<file path="src/core/doze_consts.svh">
`ifndef DOZE_CONSTS_SVH
`define DOZE_CONSTS_SVH

// Register byte offsets
`define OFS_CLOCK_DIVIDER_CONTROL 8'h00
`define OFS_PWM_AUXILIARY_CONTROL 8'h04
`define OFS_MODULE_DISABLE_1      8'h08
`define OFS_MODULE_DISABLE_2      8'h0C
`define OFS_MODULE_DISABLE_3      8'h10
`define OFS_MODULE_DISABLE_4      8'h14

// Clock divider control fields
`define FULL_SPEED_ON_INTERRUPT_BIT 15
`define DOZE_RATIO_MSB              14
`define DOZE_RATIO_LSB              12
`define CPU_SLOWDOWN_ENABLE_BIT     11
`define CLOCK_DIVIDER_MASK          16'hF800

// PWM auxiliary control field bases
`define FINE_DUTY_OFF_LSB   0
`define FINE_PERIOD_OFF_LSB 16

// Implemented bits of the module-disable registers
`define MODULE_DISABLE_1_MASK 16'hFEFB
`define MODULE_DISABLE_2_MASK 16'h0F0F
`define MODULE_DISABLE_3_MASK 16'h0422
`define MODULE_DISABLE_4_MASK 16'h0008
`define PWM_GATE_BIT          9

// Reset values
`define CLOCK_DIVIDER_RESET  16'h0000
`define MODULE_DISABLE_RESET 16'h0000
`define PWM_AUX_RESET        32'h00000000

// Coarse step when fine resolution is off, picoseconds
`define COARSE_STEP_PS 8320

`endif

</file>
<file path="src/core/doze_pkg.sv">
package doze_pkg;

  typedef logic [15:0] reg_word_type;
  typedef logic [2:0]  doze_ratio_type;

  // Register selected by the current address
  typedef enum logic [2:0] {
    sel_none,
    sel_clock_divider,
    sel_pwm_aux,
    sel_disable_1,
    sel_disable_2,
    sel_disable_3,
    sel_disable_4
  } reg_select_type;

endpackage

</file>
<file path="src/core/doze_and_module_clock_gating.sv">
// Operation
// RULE1: Doze slows only the CPU enable; peripheral enables stay at full rate.
// RULE2: CPU enable is a gate on pclk, so both domains stay edge-aligned.
// RULE3: Setting clock divider bit 11 starts CPU slowdown.
// RULE4: Bits 14:12 pick ratio 1:1 up to 1:128, reset 1:1.
// RULE5: With bit 15 set, an interrupt restores full CPU speed.
// RULE6: With bit 15 clear, interrupts leave slowdown and ratio alone.
// RULE7: Fine duty off bit disables fine duty, phase and dead-time logic.
// RULE8: Fine period off bit disables fine period logic of that generator.
// RULE9: A set disable bit stops every clock to that peripheral.
// RULE10: A disabled peripheral ignores register writes; its reads are undefined.
// RULE11: Peripheral runs only when present and not disabled; disables reset clear.
// RULE12: Disable bit changes reach the peripheral one cycle after the write.
// RULE13: First disable register holds timers, decoder, PWM, serial, CAN, ADC.
// RULE14: Software must reinitialise PWM registers after PWM is re-enabled.
// RULE15: Second register holds capture four..one and compare four..one.
// RULE16: Third register holds comparator bit 10, decoder two 5, I2C two 1.
// RULE17: Unimplemented disable bits read zero and ignore writes.
// RULE18: Fourth register bit 3 disables the reference clock generator.
// RULE19: CPU clock is an enable pulse every N system cycles.
`include "doze_consts.svh"

module doze_and_module_clock_gating
  import doze_pkg::*;
#(
  parameter int          NUM_PWM_GEN     = 4,
  parameter logic [15:0] PRESENT_1       = 16'hFFFF,
  parameter logic [15:0] PRESENT_2       = 16'hFFFF,
  parameter logic [15:0] PRESENT_3       = 16'hFFFF,
  parameter logic [15:0] PRESENT_4       = 16'hFFFF
)
(
  input  wire logic                   pclk,
  input  wire logic                   presetn,
  input  wire logic                   psel,
  input  wire logic                   penable,
  input  wire logic                   pwrite,
  input  wire logic [7:0]             paddr,
  input  wire logic [31:0]            pwdata,
  output logic      [31:0]            prdata,
  output logic                        pready,
  output logic                        pslverr,
  input  wire logic                   interrupt_request,
  output logic                        cpu_clock_enable,
  output logic      [NUM_PWM_GEN-1:0] fine_duty_enable,
  output logic      [NUM_PWM_GEN-1:0] fine_period_enable,
  output logic      [15:0]            module_run_1,
  output logic      [15:0]            module_run_2,
  output logic      [15:0]            module_run_3,
  output logic      [15:0]            module_run_4,
  output logic                        pwm_reinit_request
);

  // Interface summary for the next engineer:
  //  - register bus answers with zero wait states
  //  - read data is captured in the setup cycle
  //  - unmapped addresses answer with an error, write dropped
  //  - every gate output is a registered level
  //  - the CPU enable is a registered pulse train on pclk
  //  - nothing here makes a new clock; consumers gate with enables
  // Limitation: register width is fixed at 16 bits for the gate words
  // Trade-off: one extra cycle of gate latency for glitch-free outputs

  // Fine-resolution fields share one word, so the count is bounded
  generate
    if (NUM_PWM_GEN < 1 || NUM_PWM_GEN > 16)
    begin : g_check
      $error("NUM_PWM_GEN must lie between 1 and 16");
    end
  endgenerate

  // Register file state
  reg_word_type           clock_divider_control;
  logic [31:0]            pwm_auxiliary_control;
  reg_word_type           module_disable_1;
  reg_word_type           module_disable_2;
  reg_word_type           module_disable_3;
  reg_word_type           module_disable_4;
  reg_word_type           next_clock_divider_control;
  logic [31:0]            next_pwm_auxiliary_control;
  reg_word_type           next_module_disable_1;
  reg_word_type           next_module_disable_2;
  reg_word_type           next_module_disable_3;
  reg_word_type           next_module_disable_4;

  // Bus answer state
  logic [31:0]            next_prdata;
  logic                   next_pslverr;

  // Doze divider state
  logic [6:0]             doze_count;
  logic [6:0]             next_doze_count;
  logic                   next_cpu_clock_enable;

  // Output stage state
  logic [NUM_PWM_GEN-1:0] next_fine_duty_enable;
  logic [NUM_PWM_GEN-1:0] next_fine_period_enable;
  logic [15:0]            next_module_run_1;
  logic [15:0]            next_module_run_2;
  logic [15:0]            next_module_run_3;
  logic [15:0]            next_module_run_4;
  logic                   next_pwm_reinit_request;

  // Decode and field views
  reg_select_type         reg_select;
  logic                   setup_phase;
  logic                   write_strobe;
  logic                   slowdown_active;
  logic                   return_on_interrupt;
  doze_ratio_type         doze_ratio;
  logic [6:0]             ratio_last;
  logic [31:0]            pwm_aux_mask;

  // Mask of generator fields present in this build.
  // Bits beyond the generator count are never stored,
  // so a wide write from software cannot light up
  // a generator that does not exist.
  // Only implemented generator fields are writable
  always_comb
  begin
    pwm_aux_mask = 32'h00000000;
    for (int i = 0; i < NUM_PWM_GEN; i++)
    begin
      pwm_aux_mask[`FINE_DUTY_OFF_LSB + i]   = 1'b1;
      pwm_aux_mask[`FINE_PERIOD_OFF_LSB + i] = 1'b1;
    end
  end

  // Full-byte compare; misaligned addresses fall to sel_none.
  // Hazard: partial decode would alias holes onto live registers,
  // which would let a stray write flip a gate.
  // Address decode
  always_comb
  begin
    case (paddr)
      `OFS_CLOCK_DIVIDER_CONTROL: reg_select = sel_clock_divider;
      `OFS_PWM_AUXILIARY_CONTROL: reg_select = sel_pwm_aux;
      `OFS_MODULE_DISABLE_1:      reg_select = sel_disable_1;
      `OFS_MODULE_DISABLE_2:      reg_select = sel_disable_2;
      `OFS_MODULE_DISABLE_3:      reg_select = sel_disable_3;
      `OFS_MODULE_DISABLE_4:      reg_select = sel_disable_4;
      default:                    reg_select = sel_none;
    endcase
  end

  // Answer is prepared in setup, so access never waits
  assign setup_phase  = psel && !penable;
  assign write_strobe = psel && penable && pwrite;
  assign pready       = psel && penable;

  assign slowdown_active     = clock_divider_control[`CPU_SLOWDOWN_ENABLE_BIT];
  assign return_on_interrupt = clock_divider_control[`FULL_SPEED_ON_INTERRUPT_BIT];
  assign doze_ratio          = clock_divider_control[`DOZE_RATIO_MSB:`DOZE_RATIO_LSB];

  // Write path notes:
  //  - writes land at the access edge only
  //  - unimplemented bits are masked before storage
  //  - the interrupt clear comes last so it wins over a write
  //    that sets slowdown in the same cycle
  //  - a write to sel_none changes nothing
  // Why clear wins: an interrupt must never be left running slow
  // because software happened to re-arm slowdown at that moment.
  // Register writes and hardware clear of the slowdown bit
  always_comb
  begin
    next_clock_divider_control = clock_divider_control;
    next_pwm_auxiliary_control = pwm_auxiliary_control;
    next_module_disable_1      = module_disable_1;
    next_module_disable_2      = module_disable_2;
    next_module_disable_3      = module_disable_3;
    next_module_disable_4      = module_disable_4;
    if (write_strobe)
    begin
      case (reg_select)
        // RULE3: enable and ratio written
        sel_clock_divider: next_clock_divider_control = pwdata[15:0] & `CLOCK_DIVIDER_MASK;
        // RULE7: per-generator off bits
        sel_pwm_aux:       next_pwm_auxiliary_control = pwdata & pwm_aux_mask;
        // RULE13: first register layout
        sel_disable_1:     next_module_disable_1 = pwdata[15:0] & `MODULE_DISABLE_1_MASK;
        // RULE15: capture and compare bits
        sel_disable_2:     next_module_disable_2 = pwdata[15:0] & `MODULE_DISABLE_2_MASK;
        // RULE16: comparator, decoder, I2C
        sel_disable_3:     next_module_disable_3 = pwdata[15:0] & `MODULE_DISABLE_3_MASK;
        // RULE18: reference clock bit
        sel_disable_4:     next_module_disable_4 = pwdata[15:0] & `MODULE_DISABLE_4_MASK;
        default:           next_module_disable_4 = module_disable_4;
      endcase
    end
    // RULE5: interrupt returns to full speed
    // RULE6: no effect when option is clear
    if (return_on_interrupt && interrupt_request)
    begin
      next_clock_divider_control[`CPU_SLOWDOWN_ENABLE_BIT] = 1'b0;
    end
  end

  // Read data is loaded in setup and held until the next setup.
  // Holding it lets the master sample late in the access cycle
  // without seeing a changed value.
  // The error flag follows the same timing as the data.
  // Read mux; unimplemented bits are never stored, so they read zero
  always_comb
  begin
    next_prdata  = prdata;
    next_pslverr = pslverr;
    if (setup_phase)
    begin
      next_pslverr = 1'b0;
      // RULE17: masked bits read as zero
      case (reg_select)
        sel_clock_divider: next_prdata = {16'h0000, clock_divider_control};
        sel_pwm_aux:       next_prdata = pwm_auxiliary_control;
        sel_disable_1:     next_prdata = {16'h0000, module_disable_1};
        sel_disable_2:     next_prdata = {16'h0000, module_disable_2};
        sel_disable_3:     next_prdata = {16'h0000, module_disable_3};
        sel_disable_4:     next_prdata = {16'h0000, module_disable_4};
        default:
        begin
          next_prdata  = 32'h00000000;
          next_pslverr = 1'b1;
        end
      endcase
    end
  end

  // Asynchronous reset puts every register at its power-on value.
  // Only constants appear in the reset branch.
  // Register file and bus answer flops
  always_ff @(posedge pclk or negedge presetn)
  begin
    if (!presetn)
    begin
      clock_divider_control <= `CLOCK_DIVIDER_RESET;
      pwm_auxiliary_control <= `PWM_AUX_RESET;
      // RULE11: disables reset clear
      module_disable_1      <= `MODULE_DISABLE_RESET;
      module_disable_2      <= `MODULE_DISABLE_RESET;
      module_disable_3      <= `MODULE_DISABLE_RESET;
      module_disable_4      <= `MODULE_DISABLE_RESET;
      prdata                <= 32'h00000000;
      pslverr               <= 1'b0;
    end
    else
    begin
      clock_divider_control <= next_clock_divider_control;
      pwm_auxiliary_control <= next_pwm_auxiliary_control;
      module_disable_1      <= next_module_disable_1;
      module_disable_2      <= next_module_disable_2;
      module_disable_3      <= next_module_disable_3;
      module_disable_4      <= next_module_disable_4;
      prdata                <= next_prdata;
      pslverr               <= next_pslverr;
    end
  end

  // Ratio decode: code 0 gives a last count of 0 (1:1),
  // code 7 gives a last count of 127 (1:128).
  // The shift is done in eight bits and cut to seven on purpose.
  // RULE4: ratio code n gives 2 to the n
  assign ratio_last = 7'((8'h01 << doze_ratio) - 8'h01);

  // Divider behaviour:
  //  - counter runs 0 to last and wraps
  //  - enable is high on the cycle the counter returns to zero
  //  - a ratio change mid-run takes effect without a restart;
  //    a count above the new last wraps to zero at once
  //  - clearing slowdown forces the counter to zero
  // Limitation: the first pulse after a ratio change may come early.
  // Doze divider; counts only while slowed so 1:1 is exact when off
  always_comb
  begin
    next_doze_count = 7'h00;
    if (slowdown_active && (doze_count < ratio_last))
    begin
      // RULE19: count N system cycles
      next_doze_count = doze_count + 7'h01;
    end
    // RULE1: only the CPU enable thins out
    // RULE2: enable pulse stays on pclk edges
    next_cpu_clock_enable = !slowdown_active || (next_doze_count == 7'h00);
  end

  // Enable resets high so the CPU runs at full rate from reset.
  // Doze divider flops
  always_ff @(posedge pclk or negedge presetn)
  begin
    if (!presetn)
    begin
      doze_count       <= 7'h00;
      cpu_clock_enable <= 1'b1;
    end
    else
    begin
      doze_count       <= next_doze_count;
      cpu_clock_enable <= next_cpu_clock_enable;
    end
  end

  // Gate outputs:
  //  - run bits are the inverse of the disable bits
  //  - holes and absent peripherals always read as stopped
  //  - consumers use run low to block their own register writes
  //  - the PWM restart flag rises with the PWM run bit
  // Why registered: a combinational gate could glitch while the
  // register bus settles, and a glitch on a clock gate is a stray edge.
  // Gate enables; the extra stage gives the one-cycle settle
  always_comb
  begin
    // RULE7: fine duty, phase, dead time gate
    next_fine_duty_enable   = ~pwm_auxiliary_control[`FINE_DUTY_OFF_LSB +: NUM_PWM_GEN];
    // RULE8: fine period gate
    next_fine_period_enable = ~pwm_auxiliary_control[`FINE_PERIOD_OFF_LSB +: NUM_PWM_GEN];
    // RULE9: set disable bit stops the clock
    // RULE10: run low also blocks register writes
    // RULE11: absent peripherals never run
    // RULE12: applied one cycle after the write
    next_module_run_1 = ~module_disable_1 & `MODULE_DISABLE_1_MASK & PRESENT_1;
    next_module_run_2 = ~module_disable_2 & `MODULE_DISABLE_2_MASK & PRESENT_2;
    next_module_run_3 = ~module_disable_3 & `MODULE_DISABLE_3_MASK & PRESENT_3;
    next_module_run_4 = ~module_disable_4 & `MODULE_DISABLE_4_MASK & PRESENT_4;
    // RULE14: flag PWM restart so its registers start clean
    next_pwm_reinit_request = next_module_run_1[`PWM_GATE_BIT] && !module_run_1[`PWM_GATE_BIT];
  end

  // Reset values match the run bits computed from cleared disables,
  // so no false restart pulse follows reset.
  // Output flops; all peripherals start running when present
  always_ff @(posedge pclk or negedge presetn)
  begin
    if (!presetn)
    begin
      fine_duty_enable   <= '1;
      fine_period_enable <= '1;
      module_run_1       <= `MODULE_DISABLE_1_MASK & PRESENT_1;
      module_run_2       <= `MODULE_DISABLE_2_MASK & PRESENT_2;
      module_run_3       <= `MODULE_DISABLE_3_MASK & PRESENT_3;
      module_run_4       <= `MODULE_DISABLE_4_MASK & PRESENT_4;
      pwm_reinit_request <= 1'b0;
    end
    else
    begin
      fine_duty_enable   <= next_fine_duty_enable;
      fine_period_enable <= next_fine_period_enable;
      module_run_1       <= next_module_run_1;
      module_run_2       <= next_module_run_2;
      module_run_3       <= next_module_run_3;
      module_run_4       <= next_module_run_4;
      pwm_reinit_request <= next_pwm_reinit_request;
    end
  end

  // Usage notes for integrators:
  //  - tie PRESENT bits low for peripherals absent in a build
  //  - the restart flag is one cycle wide; latch it if needed
  //  - software still owns the PWM register reinitialisation
  //  - fine enables cover only the generators present
  //  - the CPU enable must gate the core, never the peripherals

endmodule

</file>
<file path="config.mk">
export PLATFORM = sky130hd
export DESIGN_NAME = doze_and_module_clock_gating
export DESIGN_NICKNAME = d
export VERILOG_FILES = /design/src/core/doze_pkg.sv /design/src/core/doze_and_module_clock_gating.sv
export VERILOG_INCLUDE_DIRS = /design/src /design/src/core
export SDC_FILE = /design/constraint.sdc
export NUM_CORES = 1
export LEC_CHECK = 0
export BUFFER_PORTS_ARGS = -buffer_cell sky130_fd_sc_hd__buf_2
export CAP_MARGIN = 20
export CORE_MARGIN = 2
export CORE_UTILIZATION = 52
export CTS_BUF_LIST = sky130_fd_sc_hd__clkbuf_2 sky130_fd_sc_hd__clkbuf_4 sky130_fd_sc_hd__clkbuf_8
export DETAILED_ROUTE_END_ITERATION = 6
export GPL_TIMING_DRIVEN = 0
export PLACE_DENSITY = 0.82
export SLEW_MARGIN = 0
export SYNTH_ARGS = -nofsm -noshare
export SYNTH_HDL_FRONTEND = slang
export SYNTH_SLANG_ARGS = --single-unit
</file>
<file path="constraint.sdc">
create_clock -name pclk -period 2.2 [get_ports pclk]
set_input_delay 0 -clock pclk [delete_from_list [all_inputs] [get_ports pclk]]
set_output_delay 0 -clock pclk [all_outputs]
set_load 0.01 [all_outputs]
</file>
[Word level (Yosys, flattened, before mapping)]
Index checks and enable logic that the tools add are counted.
Storage, ports and cells
  register bits: 115
  word-level logic and storage cells: 68
Operators by class
  add/subtract/negate cells: 2
  $lt $le $gt $ge: 1
  equality and inequality tests: 11
  shifts and indexed selects: 1
  mux-type cells: 7
  bitwise gates (word level): 6
  reduce and logical (&&, ||, !) cells: 22
Operators with widths (count)
  case mux 20 bit (6 select lines): 1
  2-to-1 mux 12 bit: 2
  case mux 3 bit (6 select lines): 1
  == test 8 x 4 -> 1 bit, second input constant: 2
  == test 8 x 5 -> 1 bit, second input constant: 2
  NOT 16 bit: 1
  AND reduction 2 bit: 7
  NOT 12 bit: 1
  NOT 4 bit: 3
  NOT 11 bit: 1
  == test 3 bit, second input constant: 3
  == test 8 x 3 -> 1 bit, second input constant: 1
  zero test 8 bit: 1
  adder 7 x 1 -> 7 bit, second input constant: 1
  zero test 7 bit: 1
  < comparator 7 bit: 1
  2-to-1 mux 7 bit: 1
  left shift 1 x 3 -> 7 bit, first input constant: 1
  subtractor 7 x 1 -> 7 bit, second input constant: 1
  == test 3 x 2 -> 1 bit, second input constant: 2
  logical AND 1 bit: 6
  OR reduction 6 bit: 1
  nonzero test 2 bit: 2
  == test 3 x 1 -> 1 bit, second input constant: 1
  3 further kinds: 6

[Longest topological paths before layout]
  depth after elaboration: 7
  gate-level depth with buffers: 7
  depth with buffers taken out: 6

[Worst setup path after synthesis]
OpenSTA, ideal clock, no wires.
  path type: input to register
  from: input port paddr[5]
  to: register module_disable_2[0]
  library setup time: 0.125 ns
  arrival: 1.824 ns
  data required time: 2.075 ns
  setup slack: 0.251 ns
  cell stages on the path: 6
  path buffers: 2
  path through: or4_4 or2_0 buf_6 or4_4 buf_6 mux2_4
Between the ends
  longest elaborated chain between the ends: 4
  elaborated cells between the ends (all ways): 9
  classes of those cells: eq/ne: 6; mux: 1; reduce/logical: 2
RTL lines
  start: declaration: RTL line doze_and_module_clock_gating.sv:38  | input wire logic [7:0] paddr,
  == test 8 x 5 -> 1 bit, or another cell as far along: RTL line doze_and_module_clock_gating.sv:135  | case (paddr)
  case mux 3 bit (6 select lines) (*): RTL line doze_and_module_clock_gating.sv:135
  == test 3 bit (*): RTL line doze_and_module_clock_gating.sv:174  | case (reg_select)
  AND reduction 2 bit (no line) (*)
  end signal: assignment: RTL line doze_and_module_clock_gating.sv:238  | module_disable_2 <= `MODULE_DISABLE_RESET;
  end signal: assignment: RTL line doze_and_module_clock_gating.sv:249  | module_disable_2 <= next_module_disable_2;
  end: declaration: RTL line doze_and_module_clock_gating.sv:76  | reg_word_type module_disable_2;
Mark *: on every way between the ends. The rest lies on a longest branch, timed or not.
A chain may end at the register's enable or synchronous reset.

[Worst setup path in the final report]
  from: input port paddr[0]
  to: register module_disable_1[12]
Between the ends
  longest elaborated chain between the ends: 4
  elaborated cells between the ends (all ways): 9
  classes of those cells: eq/ne: 6; mux: 1; reduce/logical: 2
RTL lines
  == test 8 x 5 -> 1 bit, or another cell as far along: RTL line doze_and_module_clock_gating.sv:135
  case mux 3 bit (6 select lines) (*): RTL line doze_and_module_clock_gating.sv:135
  == test 3 x 2 -> 1 bit (*): RTL line doze_and_module_clock_gating.sv:174
  AND reduction 2 bit (no line) (*)
  end signal: assignment: RTL line doze_and_module_clock_gating.sv:237  | module_disable_1 <= `MODULE_DISABLE_RESET;
  end signal: assignment: RTL line doze_and_module_clock_gating.sv:248  | module_disable_1 <= next_module_disable_1;
  end: declaration: RTL line doze_and_module_clock_gating.sv:75  | reg_word_type module_disable_1;
Marked as above.

==> impl_summary.md <==
Run status
The run finished with clean final reports.

Floorplanning
The number of cell rows is 34. The floorplan step defined a die boundary enclosing 9560 sq um. After floorplanning, the core was sized to cover 8640 sq um. The width of the die is 97.8 um. In this run the count of I/O pins placed on the die edge is 154.

The initial standard-cell utilization of the core is 52.9%. The overall die height is 97.8 um.

Worst hold path
The worst hold path begins at psel. The worst hold path was traced through 4 stages. The path class of the lowest-slack min-delay path is input pin to register.

The sink of the worst hold path is pslverr.

Route
After detailed routing, the number of remaining DRC violations is 0. The via count of the routed design is 3199. Dividing the detail-routed wire length by the instance count gives 14.3 um.

The residual antenna-violating net count after detailed routing is 0. The met3 wire length is 587 um. The detailed router put a total of 3.93 mm of wire on met1. The detail-routed via count per cell is 4.83. The first-pass iteration count of the detailed router is 4. Summed over all layers, the routed wires come to 9.49 mm. The met2 wire length is 4.82 mm. The iteration-0 DRC count of the detailed router is 153.

The highest routing layer actually used is met4.

Final layout
The number of fillers in the final layout is 678. The area growth from synthesis to layout is 26.7%. The net count of the finished layout is 603.

Across the whole layout, storage elements account for 2620 sq um. The number of antenna repair diodes is 0. The post-route netlist has 42.5% of its cells at a drive strength greater than 1. In the layout the commonest cells are 89 x buf_2, 68 x dfrtp_1, 51 x buf_4. Leaving out fill and tap cells, the most frequent cell in the layout is buf_2.

The area taken by multi-input logic gates is 1560 sq um. The count of placed standard cells in the final layout, fillers left out is 663.

Timing
Measured against its own limit, the worst slew margin works out to 44.0%. The number of hold-slack violations in the final timing report came to 0. Of the available clock period, the critical path in the final layout requires 92.5%. The count of final max-slew check failures is 0. Across the routed clock network, the largest skew measured is 0.0104 ns. The final-report setup violation count is 0. The final setup slack of the worst path is 0.164 ns.

The time the final worst path needs with I/O delays and setup is 2.04 ns. The transition at the pin with the smallest max-transition slack is 0.833 ns. Setup repair after global routing left no endpoint under its margin. Timing would allow up to 0.491 GHz.

Clock network
The later pin in the worst-skew pair is clocked with a latency of 0.36 ns. The number of clock buffers added by TritonCTS is 9. The clock tree from TritonCTS is yes. The clock-pin slew on the worst setup and hold paths is 0.10 ns. The root cell of the clock tree is clkbuf_8. The H-tree was split into 3 levels. The sink count of the clock tree is 103.

The largest buffer count on any clock path is 2.

Setup path
The largest driver fanout on the critical path is 10. STA classifies the critical path startpoint as an input pin. The path depth of the worst reg2reg path is 6. STA classifies the critical path endpoint as a register. STA puts the critical path data required time at 2.44 ns. The class of the most critical setup path is input pin to register. The minimum setup slack among reg-to-reg paths is 0.30 ns. The data arrival time of the critical path is 2.28 ns. The startpoint of the lowest-slack register-to-register path is clock_divider_control[14].

The end of the worst register-to-register path is cpu_clock_enable.

Global routing
The total global-route track usage is 20.4%. The number of antenna violations at the first check in global routing was 0. Summed over all layers, the global routing overflow is 0. The first global-routing pass estimated 15.5 mm of wire.

The largest net degree at the start of global routing is 54. The number of global-route vias before repair came to 3189.

Place
The wire-length estimate of the detail-placed layout is 6.87 mm. The global placer's final weighted congestion is 0.753. The worst-case setup slack after placement is -0.198 ns. During placement, the flow inserted port buffers numbering 90.

The total placed cells including tap cells is 624.

Pwr
Internal power comes to 2.50 mW. The cell area power density is 574 nW/um^2. The switching power is 824 uW. The share of total power in the clock network is 32.3%. The maximum resistive drop on vdd is 0.294 mV. In this run switching power makes up 24.8% of total power. The portion of total power attributed to sequential cells is 58.2%. In this run, the combinational gates consume 9.5% of the power. The leakage power is 2.86 nW.

Flow run
The tool flagged a number of max-cap violations equal to 0.

Synthesis
Counting flops with a built-in enable in the synthesized netlist gives 0. After synthesis, the netlist uses 46 different library cells. The total of warnings raised by yosys is 0. The average instance area after synthesis is 12.2 sq um. Counting flops and latches in the post-synthesis netlist gives 103. The sequential fraction of the synthesis area is 57.4%.

The share of synthesized flip-flops with an asynchronous set or reset is 100%. For this run, the leading register cell type out of synthesis is dfrtp_1. Synthesis produced a netlist whose cell count is 376. The netlist area before placement is 4570 sq um.
## worst max path at each step
stage / slack, ns / cells after the start / from / end
after floorplan: 0.25 / 6 / paddr[5] / module_disable_2[0]
after global placement: -0.16 / 7 / paddr[5] / module_disable_1[6]
after detailed placement: -0.20 / 7 / paddr[5] / module_disable_1[12]
after CTS: 0.15 / 7 / paddr[0] / module_disable_1[12]
after global routing: 0.04 / 7 / paddr[0] / module_disable_1[12]
final: 0.16 / 7 / paddr[0] / module_disable_1[12]
## final cells by class
type                    instances  share of cell area [%]
multi-input cells             223                    27.0
well taps                     108                    2.33
inverters                      35                    2.27
clock buffers                  10                    2.27
repair buffers                115                    12.4
plain buffers                  63                    7.65
flip-flops and latches        103                    45.3
clock inverters                 6                   0.799
## logic make-up after synthesis
logic type / synth area share (%)
AOI/OAI and AO/OA: 6.68
xor gates and xnor gates: 0.767
adders and majority gates: 1.92
buffers and inverters: 12.6
DFF: 57.4
muxes: 12.0
other: 0.0820
and+or+nand+nor: 8.65
## worst max-delay path: stages
cell and delay (ns):
dlygate4sd3_1 0.55, buf_2 0.15, nor3_1 0.33, and2_1 0.18, clkbuf_1 0.35, clkbuf_4 0.35
mux2_2 0.37
## through the flow
stage               setup TNS, ns  total power, mW  hold slack (ns)  instance area, sq um  util (%)
detailed placement          -1.69             2.25           0.0761                  5370      62.2
finish                          0             3.32           0.0286                  5790      67.1
floorplan                       0             2.14           -0.296                  4750         -
CTS                             0             3.36           0.0300                  5790      67.0
global route                    0             3.48           0.0732                  5790      67.1
global placement            -1.40             2.23            0.232                  5340      61.8
## power groups by stage
stage / clock network (mW) / logic [mW] / registers [mW]
floorplan: 0 / 0.166 / 1.97
global placement: 0 / 0.267 / 1.97
detailed placement: 0 / 0.279 / 1.97
CTS: 1.11 / 0.313 / 1.93
global route: 1.19 / 0.347 / 1.94
finish: 1.07 / 0.316 / 1.93
## repair_timing
action                                  4_1_cts  5_1_grt
setup buffers                                 0        0
endpoints found under the hold margin        75        0
hold buffers                                 24        0
endpoints found under the setup margin        0        4
gates resized for setup                       0        2
## metal layers
layer  vias to the layer above  track usage (%)
li1                       1516                -
met1                      1567             26.1
met2                       105             34.1
met3                        11             4.94
met4                         0             7.69
met5                         -                0
## sequential cells by signal, indices dropped and copies added, names as in the netlist, 3 cells and up
signal                 cells
prdata                    20
module_disable_1          14
module_run_1              14
module_disable_2           8
module_run_2               8
pwm_auxiliary_control      8
doze_count                 7
clock_divider_control      5
fine_duty_enable           4
fine_period_enable         4
module_disable_3           3
module_run_3               3
## Yosys cell counts (2+ instances only)
library cell  count  area share [%]
xor2_1            3            0.57
dfrtp_1          68              37
nor3_1           10             1.1
buf_4            50             8.2
o22ai_1           2            0.27
and2_1            2            0.27
clkbuf_1         10            0.82
mux2i_1          10             2.2
buf_6             2            0.49
nor2_1           11            0.90
mux2_2           29             7.1
and3b_1           2            0.38
nand2_1          19             1.6
o21ai_0           9            0.99
a22oi_1           3            0.49
o41ai_1           4            0.77
a22o_1           12             2.3
inv_1            35             2.9
mux2_4            8             2.6
a21oi_1           4            0.44
dfstp_2          35              20
nor2b_1           3            0.41
ha_1              7             1.9
or4_4             2            0.49
nand4_1           3            0.41
nand3_1           9            0.99
nor4_1            2            0.27
nand2b_1          4            0.55
Power figures use the tool's default switching activity.
